**src/hdl/pds_params.svh**
```systemverilog
// Purpose: Register map, field positions and reset values of the PWM protect block
// Assumes: Included by bare name from every design file that needs it
// Notes:   Definitions only
`ifndef PDS_PARAMS_SVH
`define PDS_PARAMS_SVH

// Register indices on the plain register port
`define PDS_ADDR_W          3
`define PDS_OFF_DB          3'h0
`define PDS_OFF_SD          3'h1
`define PDS_OFF_CFG         3'h2
`define PDS_OFF_IST         3'h3
`define PDS_OFF_IMSK        3'h4
`define PDS_OFF_STATE       3'h5

// Dead-band / restart register fields
`define PDS_DC_W            7
`define PDS_DC_MSB          6
`define PDS_RSEN_BIT        7

// Shutdown control register fields
`define PDS_FLAG_BIT        7
`define PDS_SRC_MSB         6
`define PDS_SRC_LSB         4
`define PDS_SRC_CMP1        0
`define PDS_SRC_CMP2        1
`define PDS_SRC_FLT         2
`define PDS_BD_MSB          3
`define PDS_BD_LSB          2
`define PDS_AC_MSB          1

// Configuration register fields
`define PDS_CFG_MSB         1
`define PDS_ENH_BIT         2

// Interrupt status / mask layout
`define PDS_IRQ_W           3
`define PDS_IRQ_SHUT        0
`define PDS_IRQ_AUTOCLR     1
`define PDS_IRQ_RESUME      2

// Reset values
`define PDS_RST_BYTE        8'h00
`define PDS_RST_IRQ         3'h0
`define PDS_RST_SYNC        3'h4

`endif

```
**src/hdl/pds_pkg.sv**
```systemverilog
// Purpose: Types shared by the PWM protect block
// Assumes: Nothing beyond SystemVerilog packed types
// Notes:   Enumerations and carriers only; numbers live in pds_params.svh
package pds_pkg;

    typedef enum logic [1:0] {
        PDS_CFG_SINGLE = 2'h0,
        PDS_CFG_HALF   = 2'h1,
        PDS_CFG_FWD    = 2'h3,
        PDS_CFG_REV    = 2'h2
    } pds_cfg_t;

    // Per-pair shutdown drive choice
    typedef enum logic [1:0] {
        PDS_SD_LOW  = 2'h0,
        PDS_SD_HIGH = 2'h1,
        PDS_SD_TRI  = 2'h2,
        PDS_SD_TRI2 = 2'h3
    } pds_sd_state_t;

    // Pin order is {d, c, b, a}
    typedef struct packed {
        logic [3:0] lvl;
        logic [3:0] oe;
    } pds_pins_t;

    typedef struct packed {
        logic          flag;
        logic [2:0]    src;
        pds_sd_state_t bd;
        pds_sd_state_t ac;
    } pds_sdctl_t;

endpackage : pds_pkg

```
**src/hdl/pds_deadband.sv**
```systemverilog
// Purpose: Delays the inactive-to-active edge of one PWM drive signal
// Assumes: clk_i is the instruction clock; level_i comes from the same clock
// Notes:   Falling edges pass straight through; output is combinational
`timescale 1ns/1ps
`default_nettype none
`include "pds_params.svh"

module pds_deadband #(
    parameter int unsigned CNT_W = `PDS_DC_W
) (
    input  wire logic             clk_i,
    input  wire logic             rst_b_i,
    input  wire logic             level_i,
    input  wire logic [CNT_W-1:0] count_i,
    output logic                  level_o
);

    logic [CNT_W-1:0] held_r;
    logic [CNT_W-1:0] held_nxt;
    wire              reached;

    // Counts active cycles; stops once the delay is spent so it cannot wrap
    assign reached  = (held_r >= count_i);                           // [RQ14]
    assign held_nxt = !level_i ? '0 :
                      (reached ? held_r : CNT_W'(held_r + 1'b1));
    // Active only after the delay, inactive at once; zero count means no delay
    assign level_o  = level_i & reached;                             // [RQ1] [RQ17]

    always_ff @(posedge clk_i or negedge rst_b_i) begin
        if (!rst_b_i) begin
            held_r <= '0;
        end else begin
            held_r <= held_nxt;
        end
    end
endmodule : pds_deadband
`default_nettype wire

```
**src/hdl/pds_pwm_protect.sv**
```systemverilog
// Purpose: Dead-band insertion and auto-shutdown for an enhanced PWM output stage
// Assumes: clk_i is the instruction clock; pwm_level_i and period_match_i from the
//          duty/period core on the same clock; comparators and fault pin are async
// Notes:   Pins and register read data are registered, one cycle behind their cause
// Notes on behaviour
// RQ1: Half-bridge delays only inactive-to-active edges; falling edges pass undelayed.
// RQ2: Dead-band length is seven-bit count in low bits, instruction cycles.
// RQ3: Auto-shutdown works in enhanced modes, forcing pins without waiting for period end.
// RQ4: Three-bit source field selects comparators and fault pin; none disables shutdown.
// RQ5: Enabled fault input low counts as a shutdown event.
// RQ6: Shutdown drives pins per pair A/C and B/D: high, low or tri-state.
// RQ7: Hardware sets shutdown flag on event; while set, pins stay in shutdown.
// RQ8: Without auto restart, software clears the flag after the cause is gone.
// RQ9: With auto restart, hardware clears the flag once the cause has cleared.
// RQ10: Flag set at period start keeps pins shut for that whole period.
// RQ11: After flag clears, normal PWM resumes only at the next period start.
// RQ12: Software writes to the flag are ignored while a shutdown condition exists.
// RQ13: Bit seven of dead-band register enables automatic restart.
// RQ14: Dead-band count is delay from scheduled to actual active edge.
// RQ15: Period timer match ends one period and starts the next.
// RQ16: Two-bit config selects single, half, full forward, full reverse; dead-band half only.
// RQ17: Dead-band count zero gives no delay at all.
`timescale 1ns/1ps
`default_nettype none
`include "pds_params.svh"

module pds_pwm_protect #(
    parameter int unsigned DC_W = `PDS_DC_W
) (
    input  wire logic                  clk_i,
    input  wire logic                  rst_b_i,
    input  wire logic [`PDS_ADDR_W-1:0] reg_addr_i,
    input  wire logic [7:0]            reg_wdata_i,
    input  wire logic                  reg_wr_i,
    input  wire logic                  reg_rd_i,
    output logic      [7:0]            reg_rdata_o,
    input  wire logic                  pwm_level_i,
    input  wire logic                  period_match_i,
    input  wire logic                  cmp1_i,
    input  wire logic                  cmp2_i,
    input  wire logic                  fault_input_n_i,
    output logic      [3:0]            pwm_out_o,
    output logic      [3:0]            pwm_oe_o,
    output logic                       irq_o
);

    function automatic logic reg_hit(input logic [`PDS_ADDR_W-1:0] addr,
                                     input logic [`PDS_ADDR_W-1:0] off);
        reg_hit = (addr == off);
    endfunction : reg_hit

    // Pair drive: {level, enable}; both tri-state codes release the pin
    function automatic logic [1:0] sd_drive(input pds_pkg::pds_sd_state_t st);
        case (st)
            pds_pkg::PDS_SD_LOW:  sd_drive = 2'h1;
            pds_pkg::PDS_SD_HIGH: sd_drive = 2'h3;
            default:              sd_drive = 2'h0;
        endcase
    endfunction : sd_drive

    // Registers
    logic                  auto_restart_enable_r;
    logic [DC_W-1:0]       deadband_count_r;
    pds_pkg::pds_sdctl_t   sdctl_r;
    pds_pkg::pds_cfg_t     output_config_select_r;
    logic                  enh_r;
    logic [`PDS_IRQ_W-1:0] ist_r;
    logic [`PDS_IRQ_W-1:0] ist_nxt;
    logic [`PDS_IRQ_W-1:0] imsk_r;
    logic                  flag_nxt;
    logic                  hold_r;
    logic                  hold_nxt;
    logic [7:0]            rdata_nxt;
    logic [7:0]            rd_mux;

    // Input synchronisers: meta stage feeds only the second stage
    logic [2:0]            in_meta_r;
    logic [2:0]            in_sync_r;

    // Pin computation
    pds_pkg::pds_pins_t    norm_pins;
    pds_pkg::pds_pins_t    sd_pins;
    pds_pkg::pds_pins_t    pins_nxt;
    logic [1:0]            db_in;
    logic [1:0]            db_out;

    always_ff @(posedge clk_i or negedge rst_b_i) begin
        if (!rst_b_i) begin
            in_meta_r <= `PDS_RST_SYNC;
            in_sync_r <= `PDS_RST_SYNC;
        end else begin
            in_meta_r <= {fault_input_n_i, cmp2_i, cmp1_i};
            in_sync_r <= in_meta_r;
        end
    end

    // Bus decode
    wire wr_db   = reg_wr_i && reg_hit(reg_addr_i, `PDS_OFF_DB);
    wire wr_sd   = reg_wr_i && reg_hit(reg_addr_i, `PDS_OFF_SD);
    wire wr_cfg  = reg_wr_i && reg_hit(reg_addr_i, `PDS_OFF_CFG);
    wire wr_ist  = reg_wr_i && reg_hit(reg_addr_i, `PDS_OFF_IST);
    wire wr_imsk = reg_wr_i && reg_hit(reg_addr_i, `PDS_OFF_IMSK);

    // Shutdown sources; fault pin is active low
    wire [2:0] src_level = {~in_sync_r[`PDS_SRC_FLT],                   // [RQ5]
                            in_sync_r[`PDS_SRC_CMP2],
                            in_sync_r[`PDS_SRC_CMP1]};
    wire [2:0] src_hit   = src_level & sdctl_r.src;                     // [RQ4]
    // Condition only exists in enhanced modes; empty source field never fires
    wire       sd_cond   = enh_r && (|src_hit);                         // [RQ3] [RQ4]

    // Flag: event sets, auto restart clears when cause is gone, software
    // writes land only while no condition is present
    wire flag_hw_clr = sdctl_r.flag && auto_restart_enable_r && !sd_cond; // [RQ9] [RQ13]
    wire flag_sw_wr  = wr_sd && !sd_cond;                               // [RQ12] [RQ8]
    assign flag_nxt = sd_cond     ? 1'b1 :                              // [RQ7]
                      flag_hw_clr ? 1'b0 :
                      flag_sw_wr  ? reg_wdata_i[`PDS_FLAG_BIT] :
                      sdctl_r.flag;

    // Hold enters at once on a condition, and is re-evaluated only at the
    // period boundary, so a cleared flag waits for the next period
    assign hold_nxt = sd_cond        ? 1'b1 :                           // [RQ3]
                      period_match_i ? flag_nxt :                       // [RQ10] [RQ11] [RQ15]
                      hold_r;

    always_ff @(posedge clk_i or negedge rst_b_i) begin
        if (!rst_b_i) begin
            auto_restart_enable_r <= 1'b0;
            deadband_count_r      <= '0;
        end else if (wr_db) begin
            auto_restart_enable_r <= reg_wdata_i[`PDS_RSEN_BIT];        // [RQ13]
            deadband_count_r      <= reg_wdata_i[`PDS_DC_MSB:0];        // [RQ2]
        end
    end

    always_ff @(posedge clk_i or negedge rst_b_i) begin
        if (!rst_b_i) begin
            sdctl_r <= pds_pkg::pds_sdctl_t'(`PDS_RST_BYTE);
        end else begin
            sdctl_r.flag <= flag_nxt;
            if (wr_sd) begin
                sdctl_r.src <= reg_wdata_i[`PDS_SRC_MSB:`PDS_SRC_LSB];
                sdctl_r.bd  <= pds_pkg::pds_sd_state_t'(reg_wdata_i[`PDS_BD_MSB:`PDS_BD_LSB]);
                sdctl_r.ac  <= pds_pkg::pds_sd_state_t'(reg_wdata_i[`PDS_AC_MSB:0]);
            end
        end
    end

    always_ff @(posedge clk_i or negedge rst_b_i) begin
        if (!rst_b_i) begin
            output_config_select_r <= pds_pkg::PDS_CFG_SINGLE;
            enh_r                  <= 1'b0;
        end else if (wr_cfg) begin
            output_config_select_r <= pds_pkg::pds_cfg_t'(reg_wdata_i[`PDS_CFG_MSB:0]); // [RQ16]
            enh_r                  <= reg_wdata_i[`PDS_ENH_BIT];
        end
    end

    always_ff @(posedge clk_i or negedge rst_b_i) begin
        if (!rst_b_i) begin
            hold_r <= 1'b0;
        end else begin
            hold_r <= hold_nxt;
        end
    end

    // Interrupt events; a set in the clearing cycle survives
    wire [`PDS_IRQ_W-1:0] ist_set = {hold_r && !hold_nxt,
                                     flag_hw_clr,
                                     sd_cond && !sdctl_r.flag};
    wire [`PDS_IRQ_W-1:0] ist_clr = wr_ist ? reg_wdata_i[`PDS_IRQ_W-1:0] : `PDS_RST_IRQ;
    assign ist_nxt = (ist_r & ~ist_clr) | ist_set;

    always_ff @(posedge clk_i or negedge rst_b_i) begin
        if (!rst_b_i) begin
            ist_r  <= `PDS_RST_IRQ;
            imsk_r <= `PDS_RST_IRQ;
            irq_o  <= 1'b0;
        end else begin
            ist_r  <= ist_nxt;
            irq_o  <= |(ist_nxt & imsk_r);
            if (wr_imsk) begin
                imsk_r <= reg_wdata_i[`PDS_IRQ_W-1:0];
            end
        end
    end

    // Dead-band units for the complementary half-bridge pair A/B
    assign db_in = {~pwm_level_i, pwm_level_i};

    generate
        for (genvar g = 0; g < 2; g++) begin : g_db
            pds_deadband #(
                .CNT_W   (DC_W)
            ) u_db (
                .clk_i   (clk_i),
                .rst_b_i (rst_b_i),
                .level_i (db_in[g]),
                .count_i (deadband_count_r),                            // [RQ2] [RQ14]
                .level_o (db_out[g])
            );
        end
    endgenerate

    // Normal drive per configuration; only half-bridge sees the dead-band
    always_comb begin
        norm_pins = '0;
        if (enh_r) begin
            case (output_config_select_r)                               // [RQ16]
                pds_pkg::PDS_CFG_SINGLE: begin
                    norm_pins.lvl = {3'h0, pwm_level_i};
                    norm_pins.oe  = 4'h1;
                end
                pds_pkg::PDS_CFG_HALF: begin
                    norm_pins.lvl = {2'h0, db_out};                     // [RQ1]
                    norm_pins.oe  = 4'h3;
                end
                pds_pkg::PDS_CFG_FWD: begin
                    norm_pins.lvl = {pwm_level_i, 2'h0, 1'b1};
                    norm_pins.oe  = 4'hf;
                end
                pds_pkg::PDS_CFG_REV: begin
                    norm_pins.lvl = {1'b0, 1'b1, pwm_level_i, 1'b0};
                    norm_pins.oe  = 4'hf;
                end
                default: begin
                    norm_pins = '0;
                end
            endcase
        end
    end

    // Shutdown drive of the pins in use; A/C share one pair setting, B/D the other
    wire [1:0] drv_ac = sd_drive(sdctl_r.ac);                           // [RQ6]
    wire [1:0] drv_bd = sd_drive(sdctl_r.bd);                           // [RQ6]
    assign sd_pins.lvl = {drv_bd[1], drv_ac[1], drv_bd[1], drv_ac[1]};
    assign sd_pins.oe  = norm_pins.oe & {drv_bd[0], drv_ac[0], drv_bd[0], drv_ac[0]};
    assign pins_nxt    = hold_nxt ? sd_pins : norm_pins;                // [RQ7] [RQ3]

    always_ff @(posedge clk_i or negedge rst_b_i) begin
        if (!rst_b_i) begin
            pwm_out_o <= 4'h0;
            pwm_oe_o  <= 4'h0;
        end else begin
            pwm_out_o <= pins_nxt.lvl & pins_nxt.oe;
            pwm_oe_o  <= pins_nxt.oe;
        end
    end

    // Read mux; data stands only in the cycle after the strobe
    assign rd_mux =
        reg_hit(reg_addr_i, `PDS_OFF_DB)    ? {auto_restart_enable_r, deadband_count_r} :
        reg_hit(reg_addr_i, `PDS_OFF_SD)    ? 8'(sdctl_r) :
        reg_hit(reg_addr_i, `PDS_OFF_CFG)   ? {5'h00, enh_r, output_config_select_r} :
        reg_hit(reg_addr_i, `PDS_OFF_IST)   ? {5'h00, ist_r} :
        reg_hit(reg_addr_i, `PDS_OFF_IMSK)  ? {5'h00, imsk_r} :
        reg_hit(reg_addr_i, `PDS_OFF_STATE) ? {3'h0, sd_cond, hold_r, src_level} :
                                              `PDS_RST_BYTE;
    assign rdata_nxt = reg_rd_i ? rd_mux : `PDS_RST_BYTE;

    always_ff @(posedge clk_i or negedge rst_b_i) begin
        if (!rst_b_i) begin
            reg_rdata_o <= `PDS_RST_BYTE;
        end else begin
            reg_rdata_o <= rdata_nxt;
        end
    end
endmodule : pds_pwm_protect
`default_nettype wire

```
**config.mk**
```make
export PLATFORM = sky130hd
export DESIGN_NAME = pds_pwm_protect
export DESIGN_NICKNAME = d
export VERILOG_FILES = /design/src/hdl/pds_pkg.sv /design/src/hdl/pds_deadband.sv /design/src/hdl/pds_pwm_protect.sv
export VERILOG_INCLUDE_DIRS = /design/src /design/src/hdl
export SDC_FILE = /design/constraint.sdc
export NUM_CORES = 1
export LEC_CHECK = 0
export ABC_AREA = 0
export BUFFER_PORTS_ARGS = -buffer_cell sky130_fd_sc_hd__buf_2
export CAP_MARGIN = 25
export CORE_AREA = 2 2 92 94
export DETAILED_ROUTE_END_ITERATION = 10
export DIE_AREA = 0 0 94 96
export SLEW_MARGIN = 25
export SYNTH_ARGS = -nofsm -noshare
export SYNTH_HDL_FRONTEND = slang
export SYNTH_SLANG_ARGS = --single-unit
```
**constraint.sdc**
```tcl
create_clock -name clk_i -period 3.9 [get_ports clk_i]
set_clock_uncertainty 0.05 [all_clocks]
set_input_delay 0.78 -clock clk_i [delete_from_list [all_inputs] [get_ports clk_i]]
set_output_delay 0.78 -clock clk_i [all_outputs]
set_load 0.01 [all_outputs]
```
* Yosys cells after proc, flatten, opt, wreduce, memory -nomap -nowiden
Index checks and enable logic that the tools add are counted.
** Storage, ports and cells
- Output and inout bits :: 17
- Word-level logic and storage cells :: 88
- Flip-flop bits (word level) :: 63
** Cells by class
- Bitwise gates (word level) :: 11
- Reductions and logical operators :: 20
- $lt $le $gt $ge :: 2
- Equality and inequality tests :: 12
- Mux-type cells :: 22
- $add $sub $neg :: 2
** Operator list (number)
- 2-to-1 mux 8 bit :: 5
- case mux 8 bit (4 select lines) :: 1
- 2-to-1 mux 7 bit :: 4
- 2-to-1 mux 5 bit :: 4
- adder 7 x 1 -> 7 bit, second input constant :: 2
- >= comparator 7 bit :: 2
- logical AND 1 bit :: 11
- AND 3 bit :: 3
- AND 4 bit :: 2
- case mux 2 bit (2 select lines) :: 2
- equality test 2 x 1 -> 1 bit, second input constant :: 3
- equality test 3 x 2 -> 1 bit, second input constant :: 2
- equality test 3 bit, second input constant :: 2
- logical NOT 2 bit :: 3
- OR reduction 3 bit :: 2
- 2-to-1 mux 1 bit :: 5
- equality test 2 bit, second input constant :: 2
- != test 2 bit, second input constant :: 2
- equality test 3 x 1 -> 1 bit, second input constant :: 1
- logical NOT 1 bit :: 3
- logical NOT 3 bit :: 1
- 2-to-1 mux 3 bit :: 1
- NOT 3 bit :: 1
- bitwise OR 3 bit :: 1
- other kinds (2) :: 4

* Logic depth before layout (Yosys ltp)
- Depth after elaboration :: 16
- Depth in mapped cells :: 8
- Mapped depth without buffers :: 7

* Modules after synthesis
From an unflattened synthesis, not the netlist that was laid out.
** Second synthesis, totals
- Cells, all modules :: 297
- Area total of the unflattened synthesis :: 3333.2 um^2
** By module, submodules not included
- pds_pwm_protect :: cells each 181, instances 1, seq. area each 1228.7 um^2, area an instance 2199.6 um^2
- pds_deadband :: cells each 58, instances 2, seq. area each 175.2 um^2, area an instance 566.8 um^2

* Worst setup path after synthesis
No wires, ideal clock.
- Path type :: input -> register
- Start :: input reg_addr_i[0]
- End :: register pwm_out_o[2]
- Buffers on the path :: 3
- Required time :: 3.781 ns
- Path slack :: 1.644 ns
- Cell stages on the path :: 8
- Arrival time :: 2.137 ns
- Cell sequence :: buf_6 > and4bb_1 > buf_6 > mux2i_2 > o31ai_4 > buf_6 > mux2_4 > nor2_2
** On the way
- Cells in the longest elaborated chain, start to end :: 10
** Ends and longest elaborated chain
- from (decl) :: RTL line pds_pwm_protect.sv:32 : input wire logic [`PDS_ADDR_W-1:0] reg_addr_i,
- equality test 3 x 1 -> 1 bit :: RTL line pds_pwm_protect.sv:49 : reg_hit = (addr == off);
- logical AND 1 bit :: RTL line pds_pwm_protect.sv:99 : wire wr_sd = reg_wr_i && reg_hit(reg_addr_i, `PDS_OFF_SD);
- logical AND 1 bit :: RTL line pds_pwm_protect.sv:115 : wire flag_sw_wr = wr_sd && !sd_cond;
- 2-to-1 mux 1 bit :: RTL line pds_pwm_protect.sv:118 : flag_sw_wr ? reg_wdata_i[`PDS_FLAG_BIT] :
- 2-to-1 mux 1 bit :: RTL line pds_pwm_protect.sv:117 : flag_hw_clr ? 1'b0 :
- 2-to-1 mux 1 bit :: RTL line pds_pwm_protect.sv:116 : assign flag_nxt = sd_cond ? 1'b1 :
- 2-to-1 mux 1 bit :: RTL line pds_pwm_protect.sv:124 : period_match_i ? flag_nxt :
- 2-to-1 mux 1 bit :: RTL line pds_pwm_protect.sv:123 : assign hold_nxt = sd_cond ? 1'b1 :
- via hold_nxt :: RTL line pds_pwm_protect.sv:72 : logic hold_nxt;
- 2-to-1 mux 8 bit :: RTL line pds_pwm_protect.sv:239 : assign pins_nxt = hold_nxt ? sd_pins : norm_pins;
- AND 4 bit :: RTL line pds_pwm_protect.sv:246 : pwm_out_o <= pins_nxt.lvl & pins_nxt.oe;
- to (signal assigned) :: RTL line pds_pwm_protect.sv:246
- to (decl) :: RTL line pds_pwm_protect.sv:42 : output logic [3:0] pwm_out_o,
The timed path passes the listed nets, and every way through them passes these cells.
A chain may end at the register's enable or synchronous reset.

* Final worst setup path
- Start :: input reg_addr_i[0]
- End :: register irq_o
** On the way
- Cells in the longest elaborated chain, start to end :: 13
- Elaborated cells between the ends (all ways) :: 18
- Those cells by class :: 2 x eq/ne; 6 x mux; 4 x bitwise; 6 x reduce/logical
** Ends and longest elaborated chain
- equality test 3 x 1 -> 1 bit :: RTL line pds_pwm_protect.sv:49
- logical AND 1 bit :: RTL line pds_pwm_protect.sv:99
- logical AND 1 bit :: RTL line pds_pwm_protect.sv:115
- 2-to-1 mux 1 bit :: RTL line pds_pwm_protect.sv:118
- 2-to-1 mux 1 bit :: RTL line pds_pwm_protect.sv:117
- 2-to-1 mux 1 bit :: RTL line pds_pwm_protect.sv:116
- 2-to-1 mux 1 bit :: RTL line pds_pwm_protect.sv:124
- 2-to-1 mux 1 bit :: RTL line pds_pwm_protect.sv:123
- logical NOT 1 bit :: RTL line pds_pwm_protect.sv:169 : wire [`PDS_IRQ_W-1:0] ist_set = {hold_r && !hold_nxt,
- logical AND 1 bit :: RTL line pds_pwm_protect.sv:169
- bitwise OR 3 bit (*) :: RTL line pds_pwm_protect.sv:173 : assign ist_nxt = (ist_r & ~ist_clr) | ist_set;
- via ist_nxt[2] :: RTL line pds_pwm_protect.sv:68 : logic [`PDS_IRQ_W-1:0] ist_nxt;
- AND 3 bit (*) :: RTL line pds_pwm_protect.sv:182 : irq_o <= |(ist_nxt & imsk_r);
- OR reduction 3 bit (*) :: RTL line pds_pwm_protect.sv:182
- to (signal assigned) :: RTL line pds_pwm_protect.sv:182
- to (decl) :: RTL line pds_pwm_protect.sv:44 : output logic irq_o
Mark *: on every way through the listed nets, which the timed path passes. The rest lies on a longest branch.

==> impl_metrics.py <==
metrics = {
    "detailed_routing": {
        "routed_via_density": 5.23,
        "drt_iter0_drc": 79,
        "vias": 2279,
        "first_pass_iters": 4,
        "drc_errors": 0,
        "routed_wl_microns": 6910,
        "routedWlPerCell_microns": 15.8,
        "postRouteAntennaNets": 0,
    },
    "global_route": {
        "grtUsageTotal": 0.171,
        "grt_first_pass_wirelength_microns": 11700,
        "grt_pass1_vias": 2240,
        "overflow": 0,
        "grt_antenna_before_repair": 0,
        "grt_max_degree": 26,
    },
    "min_path": {
        "hold_path.class": "reg2reg",
    },
    "sta": {
        "setup_tns_ps": 0,
        "fin_crit_ps": 2600,
        "whs_ps": 302,
        "rsz0062_at_grt": "no",
        "finalSetupViolations": 0,
        "setup_slack_ps": 1300,
        "slew_headroom": 0.481,
        "timing.final.hold_violations": 0,
        "finalCritPeriodShare": 0.666,
        "slew_violations": 0,
        "worst_slew_pin_slew_ps": 776,
        "max_freq_ghz": 0.385,
    },
    "worst_setup_path": {
        "critPathRequiredTime_ps": 4070,
        "cp_cell_sequence": "buf_2, and4bb_1, mux2i_2, o31ai_4, o21ai_1, a221o_1",
        "path_class": "in2reg",
        "endpoint_kind": "flip-flop",
        "critPathMaxFanout": 19,
        "start_kind": "input port",
        "cpMaxStageDelayCell": "and4bb_1",
        "arrival_ps": 2760,
        "cpPeakStageDelay_ps": 540,
    },
    "synthesis": {
        "ys_seq_area_frac": 0.502,
        "yosys-top-cells-area": "dfrtp_1, ha_1, mux2_2, mux2i_1, o21ai_0",
        "ys_warn_count": 0,
        "synth_edf_count": 0,
        "syn_nets": 324,
        "synth_top_cell_area_share": 0.485,
        "syn_area_sq_um": 3150,
        "async_flop_share": 1.00,
        "yosysUniqueCellTypes": 50,
        "synth_largest_area_cell": "dfrtp_1",
        "synth_cells": 288,
        "postSynthAreaPerCell_sq_um": 10.9,
        "synth-main-ff-cell": "dfrtp_1",
        "ys_ff_latch": 63,
    },
    "power_and_ir_drop": {
        "p_leak_nw": 1.70,
        "ir_worst_vdd_v": 0.000221,
        "pwr_density_cell_nw_per_um2": 547,
    },
    "job": {
        "cap_violations": 0,
    },
    "clocking": {
        "postCtsHoldBufs": 0,
        "cts_sinks": 63,
        "cts_root_buffer": "clkbuf_8",
        "path_clk_slew_ps": 70,
        "post_cts_buffers": 0,
        "clk-insertion-delay-late_ps": 340,
        "htreeDepth": 3,
        "numCtsBuffers": 9,
        "ctsResizeCount": 0,
        "cts_buffer_depth": 2,
        "tritoncts": "built",
    },
    "final_layout": {
        "area_growth_pct": 15.7,
        "final_cell_mix": "dfrtp_1, buf_2, nand2_1, nor2_1, o21ai_0",
        "instances_no_fill": 436,
        "drive_gt1_frac": 0.251,
        "fill_cells": 756,
        "antenna_cells": 0,
        "final_common_cell": "dfrtp_1",
        "finalNetCount": 362,
    },
    "floorplan": {
        "dieWidth_microns": 94,
        "rows": 33,
        "io_pins": 37,
        "initial_core_util": 0.391,
        "dieArea_sq_um": 9020,
        "core_sq_um": 8050,
        "fp.dieH_microns": 96,
    },
    "placed_design": {
        "dpl.cell_count": 420,
        "portBuffers": 36,
        "dp_hpwl_microns": 5160,
        "gp_congestion": 0.867,
        "dp_slack_ps": 929,
    },
    "status": {
        "status": "complete, no violations",
    },
}
per-layer routing:
layer | up-vias | track usage | routed length (microns)
met4 | 0 | 0.0628 | 128
met5 | - | 0 | 0
li1 | 1108 | - | -
met1 | 1113 | 0.228 | 3190
met2 | 47 | 0.266 | 3280
met3 | 11 | 0.0501 | 303
path summary, 6_finish.rpt:
path                                     start                endpoint  slack [ps]  cells past startpoint
max                              reg_addr_i[0]                   irq_o        1300                      6
min                               in_meta_r[0]            in_sync_r[0]         300                      0
max reg2reg                deadband_count_r[2]  g_db[1].u_db.held_r[6]        1610                      7
min reg2reg                       in_meta_r[0]            in_sync_r[0]         300                      0
max in group asynchronous              rst_b_i              sdctl_r[7]        2720                      2
min in group asynchronous              rst_b_i            in_sync_r[0]         360                      1
through the flow:
step / total power, mW / area (sq um) / utilization
2_1_floorplan: 1.18 / 3150 / -
3_3_place_gp: 1.32 / 3410 / 0.423
3_5_place_dp: 1.33 / 3410 / 0.423
4_1_cts: 2.01 / 3640 / 0.452
5_1_grt: 2.12 / 3640 / 0.452
6_report: 1.99 / 3640 / 0.452
critical path: cells and delay by family:
kind / cells / cell delay, ps
AOI/OAI and AO/OA: 3 / 970
and+or+nand+nor: 1 / 540
buffers and inverters: 1 / 310
muxes: 1 / 150
kinds of logic (layout without fill, tap and decap cells):
group / after synthesis / in the layout / share of synthesized area
AND/OR/NAND/NOR: 85 / 85 / 0.137
AO/OA/AOI/OAI: 62 / 62 / 0.138
buffers and inverters: 28 / 71 / 0.0433
flip-flops: 63 / 63 / 0.502
adder cells (fa/ha/maj): 16 / 16 / 0.0636
XOR/XNOR: 3 / 3 / 0.00835
multiplexers: 31 / 31 / 0.108
registers in the layout, summed over array words and instances (netlist names):
name                    cells
reg_rdata_o                 8
pwm_oe_o                    4
in_meta_r                   3
pwm_out_o                   4
irq_o                       1
imsk_r                      3
g_db.u_db.held_r           14
in_sync_r                   3
auto_restart_enable_r       1
enh_r                       1
deadband_count_r            7
output_config_select_r      2
sdctl_r                     8
ist_r                       3
hold_r                      1
cells in the mapped netlist (2+ instances only):
cell      instances
nand4_1           5
o311ai_0          2
a211oi_1          3
nand3_1           5
o211ai_1          2
inv_1            16
o31ai_1           2
xnor2_1           3
a22o_1            2
mux2_2           17
nor2b_1           2
nor3_1            7
nor2_1           20
a211oi_2          2
mux2i_1          12
dfrtp_1          61
a21oi_1          13
or3_1             5
a31oi_1           2
ha_1             16
and2_1            3
buf_6             4
a21o_1            2
dfstp_2           2
nand2b_1          8
o21ai_0          18
clkbuf_1          7
o41ai_1           2
nand2_1          22
a21boi_0          3
final cells by class:
class                   instances  area, sq um  share of cell area
flip-flops and latches         63         1580               0.434
multi-input cells             197         1430               0.393
repair buffers                 39          203              0.0557
well taps                     105          131              0.0361
clock buffers                  10          128              0.0350
clock inverters                 6          109              0.0299
inverters                      16         60.1              0.0165
report_power, final:
group,internal (mW),switching (mW)
Sequential,0.768,0.104
Combinational,0.201,0.239
Clock,0.424,0.255
Total,1.39,0.599
No activity file was read; power rests on OpenSTA's default activity.
